**src/verilog/pgp_defines.vh**
```
`ifndef PGP_DEFINES_VH
`define PGP_DEFINES_VH

// register indices; byte address is four times the index
`define PGP_IDX_P3_PULLUP    16'hFFAE
`define PGP_IDX_P3_DIR       16'hFFB4
`define PGP_IDX_P4_DIR       16'hFFB5
`define PGP_IDX_P3_LATCH     16'hFFB6
`define PGP_IDX_P4_LATCH     16'hFFB7
`define PGP_IDX_SYS_CTRL     16'hFFF0
`define PGP_IDX_STATUS       16'hFFF1

// system_control_reg fields
`define PGP_SYS_HIE_BIT      0

// status fields
`define PGP_ST_MODE_LO       0
`define PGP_ST_MODE_HI       1
`define PGP_ST_SLAVE_BIT     2
`define PGP_ST_SWSTBY_BIT    3

// mode pin codes
`define PGP_MODE_1           2'h1
`define PGP_MODE_2           2'h2
`define PGP_MODE_3           2'h3

// reset values
`define PGP_P3_PULLUP_RST    8'h00
`define PGP_P3_DIR_RST       8'h00
`define PGP_P3_LATCH_RST     8'h00
`define PGP_P4_DIR_RST_EXP   8'h40
`define PGP_P4_DIR_RST_SGL   8'h00
`define PGP_P4_LATCH_RST     8'h00
`define PGP_WO_READ          8'hFF

// port 4 pin roles
`define PGP_P4_CLK_PIN       6
`define PGP_P4_HIRQ_LO       3
`define PGP_P4_HIRQ_HI       5

`endif

```
**src/verilog/pgp_port34.v**
```verilog
// Notes on behaviour
// - port 3 pull-up on only when its enable bit is 1 and direction is 0
// - pull-up enables clear on reset and hardware standby, kept in soft standby
// - slave mode with host interface forces all port 3 pull-ups off
// - modes 1 and 2: port 3 is the external data bus, direction ignored
// - mode 3 with host interface enable 0: port 3 is plain I/O
// - host interface enable 1 in slave mode: port 3 is the host data bus
// - pull-ups off in mode 1 always, and in reset or hardware standby
// - port 4 direction bit 1 makes the pin output, 0 input
// - modes 1 and 2: port 4 pin 6 direction held at 1, drives clock
// - port 4 direction is write-only and reads as all ones
// - port 4 direction resets to 0x40 in modes 1, 2 and 0x00 in mode 3
// - soft standby resets peripherals; port 4 pins they drive revert to plain I/O
// - port 4 latch bit 6 is read-only pin level; other bits reset 0
// - port 4 slave-mode host functions only in single-chip mode
// - mode 3: port 3 direction 1 gives output, 0 gives input
// - port 3 read gives latch for outputs, pin level for inputs
// - port 4 read gives latch for outputs, pin level else; pin 6 always pin
`timescale 1ns/1ps
`include "pgp_defines.vh"
module pgp_port34 (
  // clock and reset
  input  wire        ref_clk,
  input  wire        rst_n,
  // avalon-mm slave
  input  wire [17:0] address,
  input  wire        read,
  input  wire        write,
  input  wire [3:0]  byteenable,
  input  wire [31:0] writedata,
  output wire [31:0] readdata,
  output wire        waitrequest,
  // device state pins and signals
  input  wire [1:0]  mode_pins,
  input  wire        hw_standby_n,
  input  wire        sw_standby,
  // port 3 pad
  input  wire [7:0]  p3_in,
  output wire [7:0]  p3_out,
  output wire [7:0]  p3_oe_n,
  output wire [7:0]  p3_pullup_en,
  // external data bus and host data bus
  input  wire [7:0]  ext_bus_out,
  input  wire        ext_bus_drive,
  input  wire [7:0]  host_bus_out,
  input  wire        host_bus_drive,
  output wire [7:0]  p3_data_in,
  // port 4 pad
  input  wire [7:0]  p4_in,
  output wire [7:0]  p4_out,
  output wire [7:0]  p4_oe_n,
  // port 4 peripherals
  input  wire [7:0]  periph_out,
  input  wire [7:0]  periph_drive,
  input  wire [2:0]  host_irq,
  input  wire        sys_clk_level,
  output wire [7:0]  p4_data_in,
  output wire        periph_reinit,
  output wire        slave_mode
);

  ////////////////////////////////////////////////////////////////////////
  // synchronisers and device state

  wire [7:0] p3_pin_s;
  wire [7:0] p4_pin_s;
  wire [2:0] ctl_s;

  pgp_sync #(.W(8)) u_sync_p3 (
    .ref_clk  (ref_clk),
    .async_in (p3_in),
    .sync_out (p3_pin_s)
  );

  pgp_sync #(.W(8)) u_sync_p4 (
    .ref_clk  (ref_clk),
    .async_in (p4_in),
    .sync_out (p4_pin_s)
  );

  pgp_sync #(.W(3)) u_sync_ctl (
    .ref_clk  (ref_clk),
    .async_in ({hw_standby_n, mode_pins}),
    .sync_out (ctl_s)
  );

  wire [1:0] mode_s    = ctl_s[1:0];
  wire       hwstby    = ~ctl_s[2];
  wire       init      = ~rst_n | hwstby;
  wire       mode1     = (mode_s == `PGP_MODE_1);
  wire       expanded  = mode1 | (mode_s == `PGP_MODE_2);

  ////////////////////////////////////////////////////////////////////////
  // registers

  reg [7:0]  p3_pullup_q;
  reg [7:0]  p3_dir_q;
  reg [7:0]  p3_latch_q;
  reg [7:0]  p4_dir_q;
  reg [7:0]  p4_latch_q;
  reg        hie_q;
  reg        wait_q;
  reg [31:0] rdata_q;
  reg        slave_q;
  reg        reinit_q;
  reg [7:0]  p3_in_q;
  reg [7:0]  p4_in_q;

  wire       slave_d = ~expanded & hie_q;
  wire       req     = read | write;
  wire [15:0] idx    = address[17:2];
  wire       wr_go   = write & ~wait_q & byteenable[0];
  wire [7:0] wbyte   = writedata[7:0];
  wire [7:0] p4_dir_rst = expanded ? `PGP_P4_DIR_RST_EXP
                                   : `PGP_P4_DIR_RST_SGL;

  // one wait cycle, then a single ready cycle per request
  always @(posedge ref_clk) begin
    if (!rst_n) begin
      wait_q <= 1'b1;
    end else begin
      wait_q <= ~(req & wait_q);
    end
  end

  // reset and hardware standby both initialise, soft standby retains
  always @(posedge ref_clk) begin
    if (init) begin
      p3_pullup_q <= `PGP_P3_PULLUP_RST;
      p3_dir_q    <= `PGP_P3_DIR_RST;
      p3_latch_q  <= `PGP_P3_LATCH_RST;
      p4_dir_q    <= p4_dir_rst;
      p4_latch_q  <= `PGP_P4_LATCH_RST;
      hie_q       <= 1'b0;
    end else begin
      if (wr_go && idx == `PGP_IDX_P3_PULLUP) begin
        p3_pullup_q <= wbyte;
      end
      if (wr_go && idx == `PGP_IDX_P3_DIR) begin
        p3_dir_q <= wbyte;
      end
      if (wr_go && idx == `PGP_IDX_P3_LATCH) begin
        p3_latch_q <= wbyte;
      end
      if (wr_go && idx == `PGP_IDX_P4_DIR) begin
        p4_dir_q <= wbyte;
      end
      if (expanded) begin
        p4_dir_q[`PGP_P4_CLK_PIN] <= 1'b1;
      end
      if (wr_go && idx == `PGP_IDX_P4_LATCH) begin
        p4_latch_q <= wbyte;
      end
      if (wr_go && idx == `PGP_IDX_SYS_CTRL) begin
        hie_q <= wbyte[`PGP_SYS_HIE_BIT];
      end
    end
  end

  ////////////////////////////////////////////////////////////////////////
  // read path

  reg [7:0] rbyte;
  reg [7:0] p4_read;

  always @* begin
    p4_read = (p4_dir_q & p4_latch_q) | (~p4_dir_q & p4_pin_s);
    p4_read[`PGP_P4_CLK_PIN] = p4_pin_s[`PGP_P4_CLK_PIN];
    case (idx)
      `PGP_IDX_P3_PULLUP: rbyte = p3_pullup_q;
      `PGP_IDX_P3_DIR:    rbyte = `PGP_WO_READ;
      `PGP_IDX_P4_DIR:    rbyte = `PGP_WO_READ;
      `PGP_IDX_P3_LATCH:  rbyte = (p3_dir_q & p3_latch_q)
                                | (~p3_dir_q & p3_pin_s);
      `PGP_IDX_P4_LATCH:  rbyte = p4_read;
      `PGP_IDX_SYS_CTRL:  rbyte = {7'h00, hie_q};
      `PGP_IDX_STATUS:    rbyte = {4'h0, sw_standby, slave_q, mode_s};
      default:            rbyte = 8'h00;
    endcase
  end

  always @(posedge ref_clk) begin
    if (!rst_n) begin
      rdata_q <= 32'h0000_0000;
    end else if (read && wait_q) begin
      rdata_q <= {24'h00_0000, rbyte};
    end
  end

  ////////////////////////////////////////////////////////////////////////
  // state outputs

  always @(posedge ref_clk) begin
    if (!rst_n) begin
      slave_q  <= 1'b0;
      reinit_q <= 1'b0;
      p3_in_q  <= 8'h00;
      p4_in_q  <= 8'h00;
    end else begin
      slave_q  <= slave_d;
      reinit_q <= sw_standby;
      p3_in_q  <= p3_pin_s;
      p4_in_q  <= p4_pin_s;
    end
  end

  ////////////////////////////////////////////////////////////////////////
  // port 3 pins

  reg [7:0] p3_out_q;
  reg [7:0] p3_oe_n_q;
  reg [7:0] p3_pu_q;

  genvar i;
  generate
    for (i = 0; i < 8; i = i + 1) begin : g_p3
      always @(posedge ref_clk) begin
        if (init) begin
          p3_out_q[i]  <= 1'b0;
          p3_oe_n_q[i] <= 1'b1;
          p3_pu_q[i]   <= 1'b0;
        end else begin
          p3_pu_q[i] <= p3_pullup_q[i] & ~p3_dir_q[i]
                      & ~mode1
                      & ~slave_d;
          if (expanded) begin
            p3_out_q[i]  <= ext_bus_out[i];
            p3_oe_n_q[i] <= ~(ext_bus_drive & ~sw_standby);
          end else if (slave_d) begin
            p3_out_q[i]  <= host_bus_out[i];
            p3_oe_n_q[i] <= ~host_bus_drive;
          end else begin
            p3_out_q[i]  <= p3_latch_q[i];
            p3_oe_n_q[i] <= ~p3_dir_q[i];
          end
        end
      end
    end
  endgenerate

  ////////////////////////////////////////////////////////////////////////
  // port 4 pins

  reg [7:0] p4_out_q;
  reg [7:0] p4_oe_n_q;

  generate
    for (i = 0; i < 8; i = i + 1) begin : g_p4
      always @(posedge ref_clk) begin
        if (init) begin
          p4_out_q[i]  <= 1'b0;
          p4_oe_n_q[i] <= 1'b1;
        end else if (i == `PGP_P4_CLK_PIN) begin
          p4_out_q[i]  <= sys_clk_level;
          p4_oe_n_q[i] <= ~p4_dir_q[i];
        end else if (slave_d && p4_dir_q[i] &&
                     i >= `PGP_P4_HIRQ_LO && i <= `PGP_P4_HIRQ_HI) begin
          p4_out_q[i]  <= host_irq[i-`PGP_P4_HIRQ_LO];
          p4_oe_n_q[i] <= 1'b0;
        end else if (periph_drive[i] && !sw_standby) begin
          p4_out_q[i]  <= periph_out[i];
          p4_oe_n_q[i] <= 1'b0;
        end else begin
          p4_out_q[i]  <= p4_latch_q[i];
          p4_oe_n_q[i] <= ~p4_dir_q[i];
        end
      end
    end
  endgenerate

  ////////////////////////////////////////////////////////////////////////
  // outputs

  assign waitrequest   = wait_q;
  assign readdata      = rdata_q;
  assign p3_out        = p3_out_q;
  assign p3_oe_n       = p3_oe_n_q;
  assign p3_pullup_en  = p3_pu_q;
  assign p3_data_in    = p3_in_q;
  assign p4_out        = p4_out_q;
  assign p4_oe_n       = p4_oe_n_q;
  assign p4_data_in    = p4_in_q;
  assign periph_reinit = reinit_q;
  assign slave_mode    = slave_q;

endmodule

```
**src/verilog/pgp_sync.v**
```verilog
`timescale 1ns/1ps
module pgp_sync #(
  parameter W = 8
) (
  // clock
  input  wire         ref_clk,
  // async level in, synchronised level out
  input  wire [W-1:0] async_in,
  output wire [W-1:0] sync_out
);

  reg [W-1:0] meta_q;
  reg [W-1:0] sync_q;

  // first stage feeds only the second
  always @(posedge ref_clk) begin
    meta_q <= async_in;
    sync_q <= meta_q;
  end

  assign sync_out = sync_q;

endmodule
```
**config.mk**
```make
export PLATFORM = sky130hd
export DESIGN_NAME = pgp_port34
export DESIGN_NICKNAME = d
export VERILOG_FILES = /design/src/verilog/pgp_port34.v /design/src/verilog/pgp_sync.v
export VERILOG_INCLUDE_DIRS = /design/src /design/src/verilog
export SDC_FILE = /design/constraint.sdc
export NUM_CORES = 1
export LEC_CHECK = 0
export BUFFER_PORTS_ARGS = -buffer_cell sky130_fd_sc_hd__buf_2
export CAP_MARGIN = 20
export CORE_MARGIN = 1.5
export CORE_UTILIZATION = 48
export DETAILED_ROUTE_END_ITERATION = 12
export GPL_TIMING_DRIVEN = 0
export PLACE_DENSITY = 0.79
export SYNTH_ARGS = -nofsm -noshare
export SYNTH_HDL_FRONTEND = slang
export SYNTH_SLANG_ARGS = --single-unit
export TNS_END_PERCENT = 5
```
**constraint.sdc**
```tcl
create_clock -name ref_clk -period 2.5 [get_ports ref_clk]
set_clock_uncertainty 0.05 [all_clocks]
set_input_delay 0.25 -clock ref_clk [delete_from_list [all_inputs] [get_ports ref_clk]]
set_output_delay 0.25 -clock ref_clk [all_outputs]
set_load 0.05 [all_outputs]
```
# [Word-level counts from Yosys, hierarchy flattened]
# Cells that the tools add are included.
[op_classes] eq_ne=9 muxes=57 n_bitwise=66 n_reduce_logical=21
[ops] operator="16-bit equality test (second input constant)" count=7
[ops] operator="1-bit 2-to-1 mux" count=53
[ops] operator="8-bit case mux with 6 select lines" count=1
[ops] operator="8-bit AND" count=4
[ops] operator="1-bit AND" count=29
[ops] operator="1-bit NOT" count=26
[ops] operator="1-bit logical AND" count=17
[ops] operator="8-bit 2-to-1 mux" count=2
[ops] operator="8-bit NOT" count=2
[ops] operator="8-bit OR" count=2
[ops] operator="7-bit 2-to-1 mux" count=1
[ops] operator="1-bit OR" count=3
[ops] operator="3-bit nonzero test" count=1
[ops] operator="2-bit by 1-bit equality test with 1-bit output (second input constant)" count=1
[ops] operator="2-bit equality test (second input constant)" count=1
[ops] operator="2-bit nonzero test" count=1
[ops] operator="2-bit OR reduction" count=1
[ops] operator="1-bit zero test" count=1
[word_totals] regBits=146 input_bits=116 output_inout_bits=91 word_cells=212

# [Depth between registers and ports, before layout]
# Gate-level depths: netlist of the first run.
[depth] depth_word=7 depth_mapped=7

# [By module]
# Synthesis of the first run repeated with hierarchy kept, for this count alone.
[unflattened] cells_unflattened=489 area_unflattened_um2=5286.3
[by_module_without_submodules] mod="pgp_port34" instances=1 cells_per_inst=451 area_per_inst_um2=4525.6 seq_area_each_um2=2222.1
[by_module_without_submodules] mod="pgp_sync (u_sync_p3 ...)" instances=2 cells_per_inst=16 area_per_inst_um2=320.3 seq_area_each_um2=320.3
[by_module_without_submodules] mod="pgp_sync (u_sync_ctl)" instances=1 cells_per_inst=6 area_per_inst_um2=120.1 seq_area_each_um2=120.1

# [Worst setup path before layout of the first run]
# No wires, ideal clock.
[synth_timing] path_type="input port to flip-flop" from="input address[16]" to="register p3_dir_q[0]" arrival_ps=1855 t_required_ps=2322 slack_ps=468 cell_stages=6 n_path_buf=1 path_cell_list="nand4_1 or4_1 buf_2 nor4_4 mux2i_1 nor2_1"
[synth_via] elab_chain_cells=2
[synth_rtl] element="start, declared" line_no="pgp_port34.v:26" rtl="input wire [17:0] address,"
[synth_rtl] element="16-bit equality test"
[synth_rtl] element="1-bit logical AND (no source line)"
[synth_rtl] element="end signal, assigned" line_no="pgp_port34.v:130" rtl="p3_dir_q <= `PGP_P3_DIR_RST;"
[synth_rtl] element="end signal, assigned" line_no="pgp_port34.v:140" rtl="p3_dir_q <= wbyte;"
[synth_rtl] element="end, declared" line_no="pgp_port34.v:97" rtl="reg [7:0] p3_dir_q;"
# Every way passes these cells.
# A chain may end at the register's enable or synchronous reset.

# [Worst setup path in the final report of the first run]
[layout_timing] from="register wait_q, in the netlist waitrequest" to="register p3_latch_q[4]"
[layout_via] elab_chain_cells=4
[layout_rtl] element="start, declared" line_no="pgp_port34.v:102" rtl="reg wait_q;"
[layout_rtl] element="start signal, assigned" line_no="pgp_port34.v:122" rtl="wait_q <= ~(req & wait_q);"
[layout_rtl] element="1-bit NOT" line_no="pgp_port34.v:112" rtl="wire wr_go = write & ~wait_q & byteenable[0];"
[layout_rtl] element="1-bit AND (2 in series)" line_no="pgp_port34.v:112"
[layout_rtl] element="1-bit logical AND (no source line)"
[layout_rtl] element="end signal, assigned" line_no="pgp_port34.v:131" rtl="p3_latch_q <= `PGP_P3_LATCH_RST;"
[layout_rtl] element="end signal, assigned" line_no="pgp_port34.v:143" rtl="p3_latch_q <= wbyte;"
[layout_rtl] element="end, declared" line_no="pgp_port34.v:98" rtl="reg [7:0] p3_latch_q;"
# Every way passes these cells.

==> reports/summary.txt, run 1 <==
Asr flop ratio synth: 0
Period utilisation layout: 0.899
Crit-path slowest cell: nor3_1
Effective utilization at floorplan: 0.496
Startpoint Class: flop
Sw Share: 0.276
CTS tree: built
CTS sink cnt: 145
PwrDens: 761 nW/µm²
Hold crit path type: input port to flop
Switch Pwr: 1.50 mW
Initial antenna violation count: 0
Max cap viols: 0
Reg power frac: 0.451
DP HPWL: 10.3 mm
Overall Power: 5.45 mW
Post-layout util: 0.693
Total GRT Usage: 0.269
Minimum clock period: 2.25 ns
Met1 usage in global routing: 0.321
Largest net degree at the start of global routing: 17
Layout area overhead: 39.8%
Slew Viols, Final: 0
Width of the die: 106 µm
Reg2reg path depth: 4
Hold Path End: p3_out[1]
Crit Reg-Reg Endpoint: p3_latch_q[4]
Share of power burned in combinational logic: 0.113
Setup tns final: 0 ns
Clock power share: 0.436
DRC violations left: 0
Vias: 4,519
RSZ-0062 raised after global routing: false
Total Nets Final: 854
Commonest cells post-synth: dfxtp_1, mux2i_1, o21ai_0
Synth Flop Type: dfxtp_1
Crit Path Class: flop to flop
Clk buf depth: 2
Fmax: 0.445 GHz
Routed len/inst: 16.7 µm
Yosys reg bits: 145
Post-synth EDFFs: 8
Lkg Pwr: 3.06 nW
Yosys warns: 0
HP Start: host_bus_out[1]
Die area: 11,300 µm²
Cell with the most instances after synthesis: dfxtp_1
Clock transition at path regs: 0.07 ns
I/O Pins: 207
Number of cell rows: 37
Met2 Resource Use GR: 0.469
Root Driver: clkbuf_8
Met3 Use GR: 0.0644
Worst Path Required: 2.90 ns
CP cell instances: nand3b_1 -> nor3_1 -> nand2_1 -> a21oi_1
Slew at the pin closest to its max-slew limit: 1.01 ns
GRT Max-Usage Layer: met2
H-tree levels: 4
Core ar.: 10,300 µm²
Port bufs: 150
Worst-skew pair later-pin latency: 0.53 ns
First-pass GRT wire length: 22.8 mm
Number of instances on the worst hold path: 3
Internal Pwr Total: 3.94 mW
Top-area cell type share of the netlist area: 0.536
Vias in the first global route: 4,463
Inserted Diodes: 0
Synth Instances: 497
Vias per cell: 5.10
Remaining antenna violation count after routing: 0
Area leader, netlist: dfxtp_1
Starting DRT DRC Count: 373
Final setup violation count: 0
Placer Congestion: 0.891
Share of layout cells above drive strength 1: 0.284
Synth Area per Inst: 10.3 µm²
Critical path fanouts, max: 10
Final WL: 14.8 mm
Crit. End Element: flop
DIE HEIGHT: 106 µm
Global route overflow: 0
Ranking of synthesized cells by area: dfxtp_1, mux2i_1, edfxtp_1
Final hold violations: 0
TritonCTS Buffers: 17
Sequential-to-total area share from yosys stat: 0.583
Status: finished, final reports clean
Max incr delay on CP: 0.98 ns
1st-pass router iterations: 5
Relative slew slack: 0.319
# resized after CTS: 0
Worst IR drop on VDD: 0.458 mV
Critical path arrival: 2.65 ns
Post-Syn Area: 5120 µm²
Worst reg2reg setup slack: 0.25 ns
RR Startpoint: waitrequest
Post-synth cell types: 45
cell usage in the layout, fill, tap and decap left out, types with 6 or more instances in the layout:
master         netlist  routed
nor3b_1              7       7
mux2i_1             39      39
buf_2                1     152
clkbuf_1            18      18
o21ai_0             39      39
a211oi_1            11      11
and3_1               9       9
nor2b_1              8       8
nand3_1             10      10
inv_6                0       6
edfxtp_1             8       8
nor3_1               9       9
and2_1              22      22
dfxtp_1            137     137
nand4_1              7       7
dlygate4sd3_1        0      46
conb_1               1      24
a21oi_1             28      28
clkbuf_16            0      17
nand2_1             37      37
buf_4               24      24
nor2_1              38      38
repair_timing:
item                      4_1_cts  5_1_grt
hold endpoints to repair       62        0
buffers inserted                0        0
hold buffers                   46        0
metal layers:
metal  wire [µm]  vias up
li1            -     2182
met2        7300      237
met3        1150       33
met1        5990     2067
met4         378        0
met5           0        -
per-stage QoR:
| step | hold slack, ns | worst slack [ns] | instances | cell area (µm²) |
|---|---|---|---|---|
| after floorplan | 0.228 | 0.468 | 520 | 5200 |
| after global placement | 0.260 | -0.00371 | 806 | 6120 |
| after detailed placement | 0.262 | 0.0297 | 807 | 6130 |
| after CTS | 0.00134 | 0.0581 | 885 | 7150 |
| after global routing | 0.00740 | 0.108 | 886 | 7150 |
| final | 0.0216 | 0.252 | 886 | 7150 |
state kept, by name, indices dropped and copies added (netlist names), 7 cells and up:
| name | cells |
|---|---|
| p4_oe_n | 8 |
| u_sync_p4.sync_out | 8 |
| u_sync_p3.meta_q | 8 |
| u_sync_p4.meta_q | 8 |
| p3_data_in | 8 |
| p4_dir_q | 8 |
| p3_dir_q | 8 |
| p4_latch_q | 7 |
| p3_oe_n | 8 |
| p3_pullup_en | 8 |
| p3_latch_q | 8 |
| readdata | 8 |
| u_sync_p3.sync_out | 8 |
| p3_pullup_q | 8 |
| p4_out | 8 |
| p4_data_in | 8 |
| p3_out | 8 |
cell type report:
type,instances,area (µm²)
inverters,4,15.0
multi-input cells,324,1940
clock buffers,18,439
fillers,767,3170
well taps,136,170
flip-flops and latches,145,2980
plain buffers,47,268
clock inverters,14,119
repair buffers,198,1220
cell families after synthesis:
group / Yosys count / share of synthesized area
other: 1 / 0.000733
AND/OR/NAND/NOR: 164 / 0.173
adder cells (fa/ha/maj): 1 / 0.00245
buffers and inverters: 51 / 0.0553
multiplexers: 41 / 0.0807
flip-flops: 145 / 0.583
AO/OA/AOI/OAI: 94 / 0.105
worst max-delay path by stage:
stage | start | to
3_5_place_dp | address[15] | p3_latch_q[4]
3_3_place_gp | address[15] | p3_latch_q[4]
6_report | waitrequest | p3_latch_q[4]
5_1_grt | waitrequest | p3_latch_q[7]
4_1_cts | u_sync_ctl.sync_out[1] | p3_oe_n[5]
2_1_floorplan | address[16] | p3_dir_q[0]
worst max-delay path: cells and delay by family, from the launching register on:
kind             cells  cell delay (ns)
AND/OR/NAND/NOR      3             1.58
flip-flops           1             0.34
AO/OA/AOI/OAI        1             0.20
power groups by stage:
stage,logic [mW],registers (mW),clock network [mW]
floorplan,0.227,2.65,0
global placement,0.541,2.50,0
detailed placement,0.548,2.51,0
CTS,0.607,2.45,2.39
global route,0.650,2.46,2.52
finish,0.616,2.45,2.38
(Power assumes the default switching activity.)
==> run 2, diff against run 1 <==
--- a/config.mk
+++ b/config.mk
@@ -11,7 +11,6 @@
 export CORE_MARGIN = 1.5
 export CORE_UTILIZATION = 48
 export DETAILED_ROUTE_END_ITERATION = 12
-export GPL_TIMING_DRIVEN = 0
 export PLACE_DENSITY = 0.79
 export SYNTH_ARGS = -nofsm -noshare
 export SYNTH_HDL_FRONTEND = slang
==> reports/summary.txt, run 2 (synthesized netlist as in run 1, its figures left out) <==
Core ar.: 10,300 µm² (unchanged)
Routed len/inst: 16.2 µm (-3.2%)
Initial antenna violation count: 0 (unchanged)
Wire length on met2: 6.92 mm (-5.2%)
Wl on met1: 5.52 mm (-7.8%)
Width of the die: 106 µm (unchanged)
Worst IR drop on VDD: 0.414 mV (-9.6%)
H-tree levels: 4 (unchanged)
Period utilisation layout: 0.775 (-0.124)
Placer Congestion: 0.881 (-1.2%)
Worst-skew pair later-pin latency: 0.52 ns (about the same)
Remaining antenna violation count after routing: 0 (unchanged)
First-pass GRT wire length: 21.3 mm (-6.5%)
Largest net degree at the start of global routing: 37 (+20)
Reg2reg path depth: 5 (+1)
Final hold violations: 0 (unchanged)
Crit path from: u_sync_ctl.sync_out[1]
CTS tree: built
Top routing layer in use: met4
I/O Pins: 207 (unchanged)
Post-CTS setup buffer count: 0 (unchanged)
Met3 wire length: 986 µm (-14%)
Vias in the first global route: 4,299 (-3.7%)
Layout area overhead: 36.6%
Hold slack: 0.0244 ns (+0.00281 ns)
Final setup violation count: 0 (unchanged)
Final WL: 13.8 mm (-6.9%)
Inserted Diodes: 0 (unchanged)
Die area: 11,300 µm² (unchanged)
Slew Viols, Final: 0 (unchanged)
# resized after CTS: 0 (unchanged)
Number of cell rows: 37 (unchanged)
Startpoint Class: flop
Number of instances on the worst hold path: 3 (unchanged)
Port bufs: 151 (+0.67%)
Lkg Pwr: 2.95 nW (-3.4%)
Minimum clock period: 1.94 ns (-0.310 ns)
Vias: 4,451 (-1.5%)
Fmax: 0.516 GHz (+16%)
Root Driver: clkbuf_8
Setup tns final: 0 ns (unchanged)
Filler cells: 784 (+2.2%)
Most frequent cells in the layout: buf_2, dfxtp_1, dlygate4sd3_1
Crit path to: p3_pullup_en[1]
Max cap viols: 0 (unchanged)
Total GRT Usage: 0.249 (-0.0191)
Starting DRT DRC Count: 276 (-26%)
Crit Path Class: flop to flop
Global route overflow: 0 (unchanged)
TritonCTS Buffers: 17 (unchanged)
Effective utilization at floorplan: 0.496 (unchanged)
Worst reg2reg setup slack: 0.56 ns (+0.31 ns)
DIE HEIGHT: 106 µm (unchanged)
RR Startpoint: u_sync_ctl.sync_out[1]
Clock transition at path regs: 0.06 ns (about the same)
CTS sink cnt: 145 (unchanged)
Crit Reg-Reg Endpoint: p3_pullup_en[1]
Hold crit path type: input port to flop
DRC violations left: 0 (unchanged)
Slew at the pin closest to its max-slew limit: 0.675 ns (-0.339 ns)
Worst Path Required: 2.87 ns (-0.03 ns)
PwrDens: 769 nW/µm² (+0.95%)
Status: finished, final reports clean
DP HPWL: 9.51 mm (-7.7%)
Total Nets Final: 820 (-4.0%)
Clk buf depth: 2 (unchanged)
Critical path arrival: 2.31 ns (-0.34 ns)
Seq. cell area: 2980 µm² (unchanged)
Commonest non-fill, non-tap cell in the layout: buf_2
Relative slew slack: 0.546 (+0.228)
Vias per cell: 5.22 (+2.4%)
Crit. End Element: flop
Area occupied by multi-input gates: 1940 µm² (+0.32%)
RSZ-0062 raised after global routing: false
Share of layout cells above drive strength 1: 0.284 (-0.000480)
Critical path fanouts, max: 8 (-2)
1st-pass router iterations: 5 (unchanged)
==> run 2: cell types whose count changed in the layout (fill, tap and decap cells not counted), sizes merged <==
cell / previous run / this run
buf: 180 / 166
clkbuf: 37 / 18
clkinv: 3 / 4
clkinvlp: 1 / 2
dlygate4sd3: 46 / 45
inv: 14 / 12
==> run 2: final cells by class <==
cell class              instances  share of cell area
clock inverters                14              0.0168
clock buffers                  18              0.0629
well taps                     136              0.0244
flip-flops and latches        145               0.427
inverters                       4             0.00215
repair buffers                211               0.189
multi-input cells             324               0.278
==> run 2: how the worst min path moves through the flow <==
stage | to | slack (ns) | from
final | p3_out[4] | 0.02 | host_bus_out[4]
after detailed placement | u_sync_p4.sync_out[6] | 0.26 | u_sync_p4.meta_q[6]
after global placement | u_sync_p3.sync_out[1] | 0.26 | u_sync_p3.meta_q[1]
after floorplan | u_sync_ctl.meta_q[0] | 0.23 | mode_pins[0]
after global routing | p4_out[5] | 0.03 | periph_out[5]
after CTS | p3_out[4] | 0.007 | host_bus_out[4]
==> run 2: where the power goes <==
group | internal [mW] | switching, mW | total, mW
Sequential | 2.42 | 0.0349 | 2.45
Clock | 1.31 | 1.03 | 2.34
Combinational | 0.182 | 0.398 | 0.579
Total | 3.91 | 1.46 | 5.37
==> run 2: through the flow <==
step	util	setup WS, ns	cells	total power, mW	area [µm²]
after floorplan	-	0.468	520	2.87	5200
after global placement	0.579	0.329	775	3.01	5980
after detailed placement	0.579	0.264	775	3.02	5980
after CTS	0.677	0.560	852	5.40	6990
after global routing	0.677	0.472	852	5.55	6990
final	0.677	0.563	852	5.37	6990
==> run 2: layer usage <==
| layer | track usage | vias up |
|---|---|---|
| met5 | 0 | - |
| li1 | - | 2103 |
| met2 | 0.426 | 247 |
| met3 | 0.0429 | 34 |
| met1 | 0.299 | 2067 |
| met4 | 0.131 | 0 |
==> run 2: worst max-delay path, stage by stage, from the launching register on <==
cell     delay [ns]
dfxtp_1        0.34
inv_1          0.05
ha_1           0.28
and2_1         0.24
or3_1          0.54
nor3b_1        0.33
==> run 2: repair_timing <==
| action | 4_1_cts | 5_1_grt |
|---|---|---|
| hold buffers | 45 | 0 |
| endpoints found under the hold margin | 62 | 0 |
| endpoints found under the setup margin | 0 | 0 |
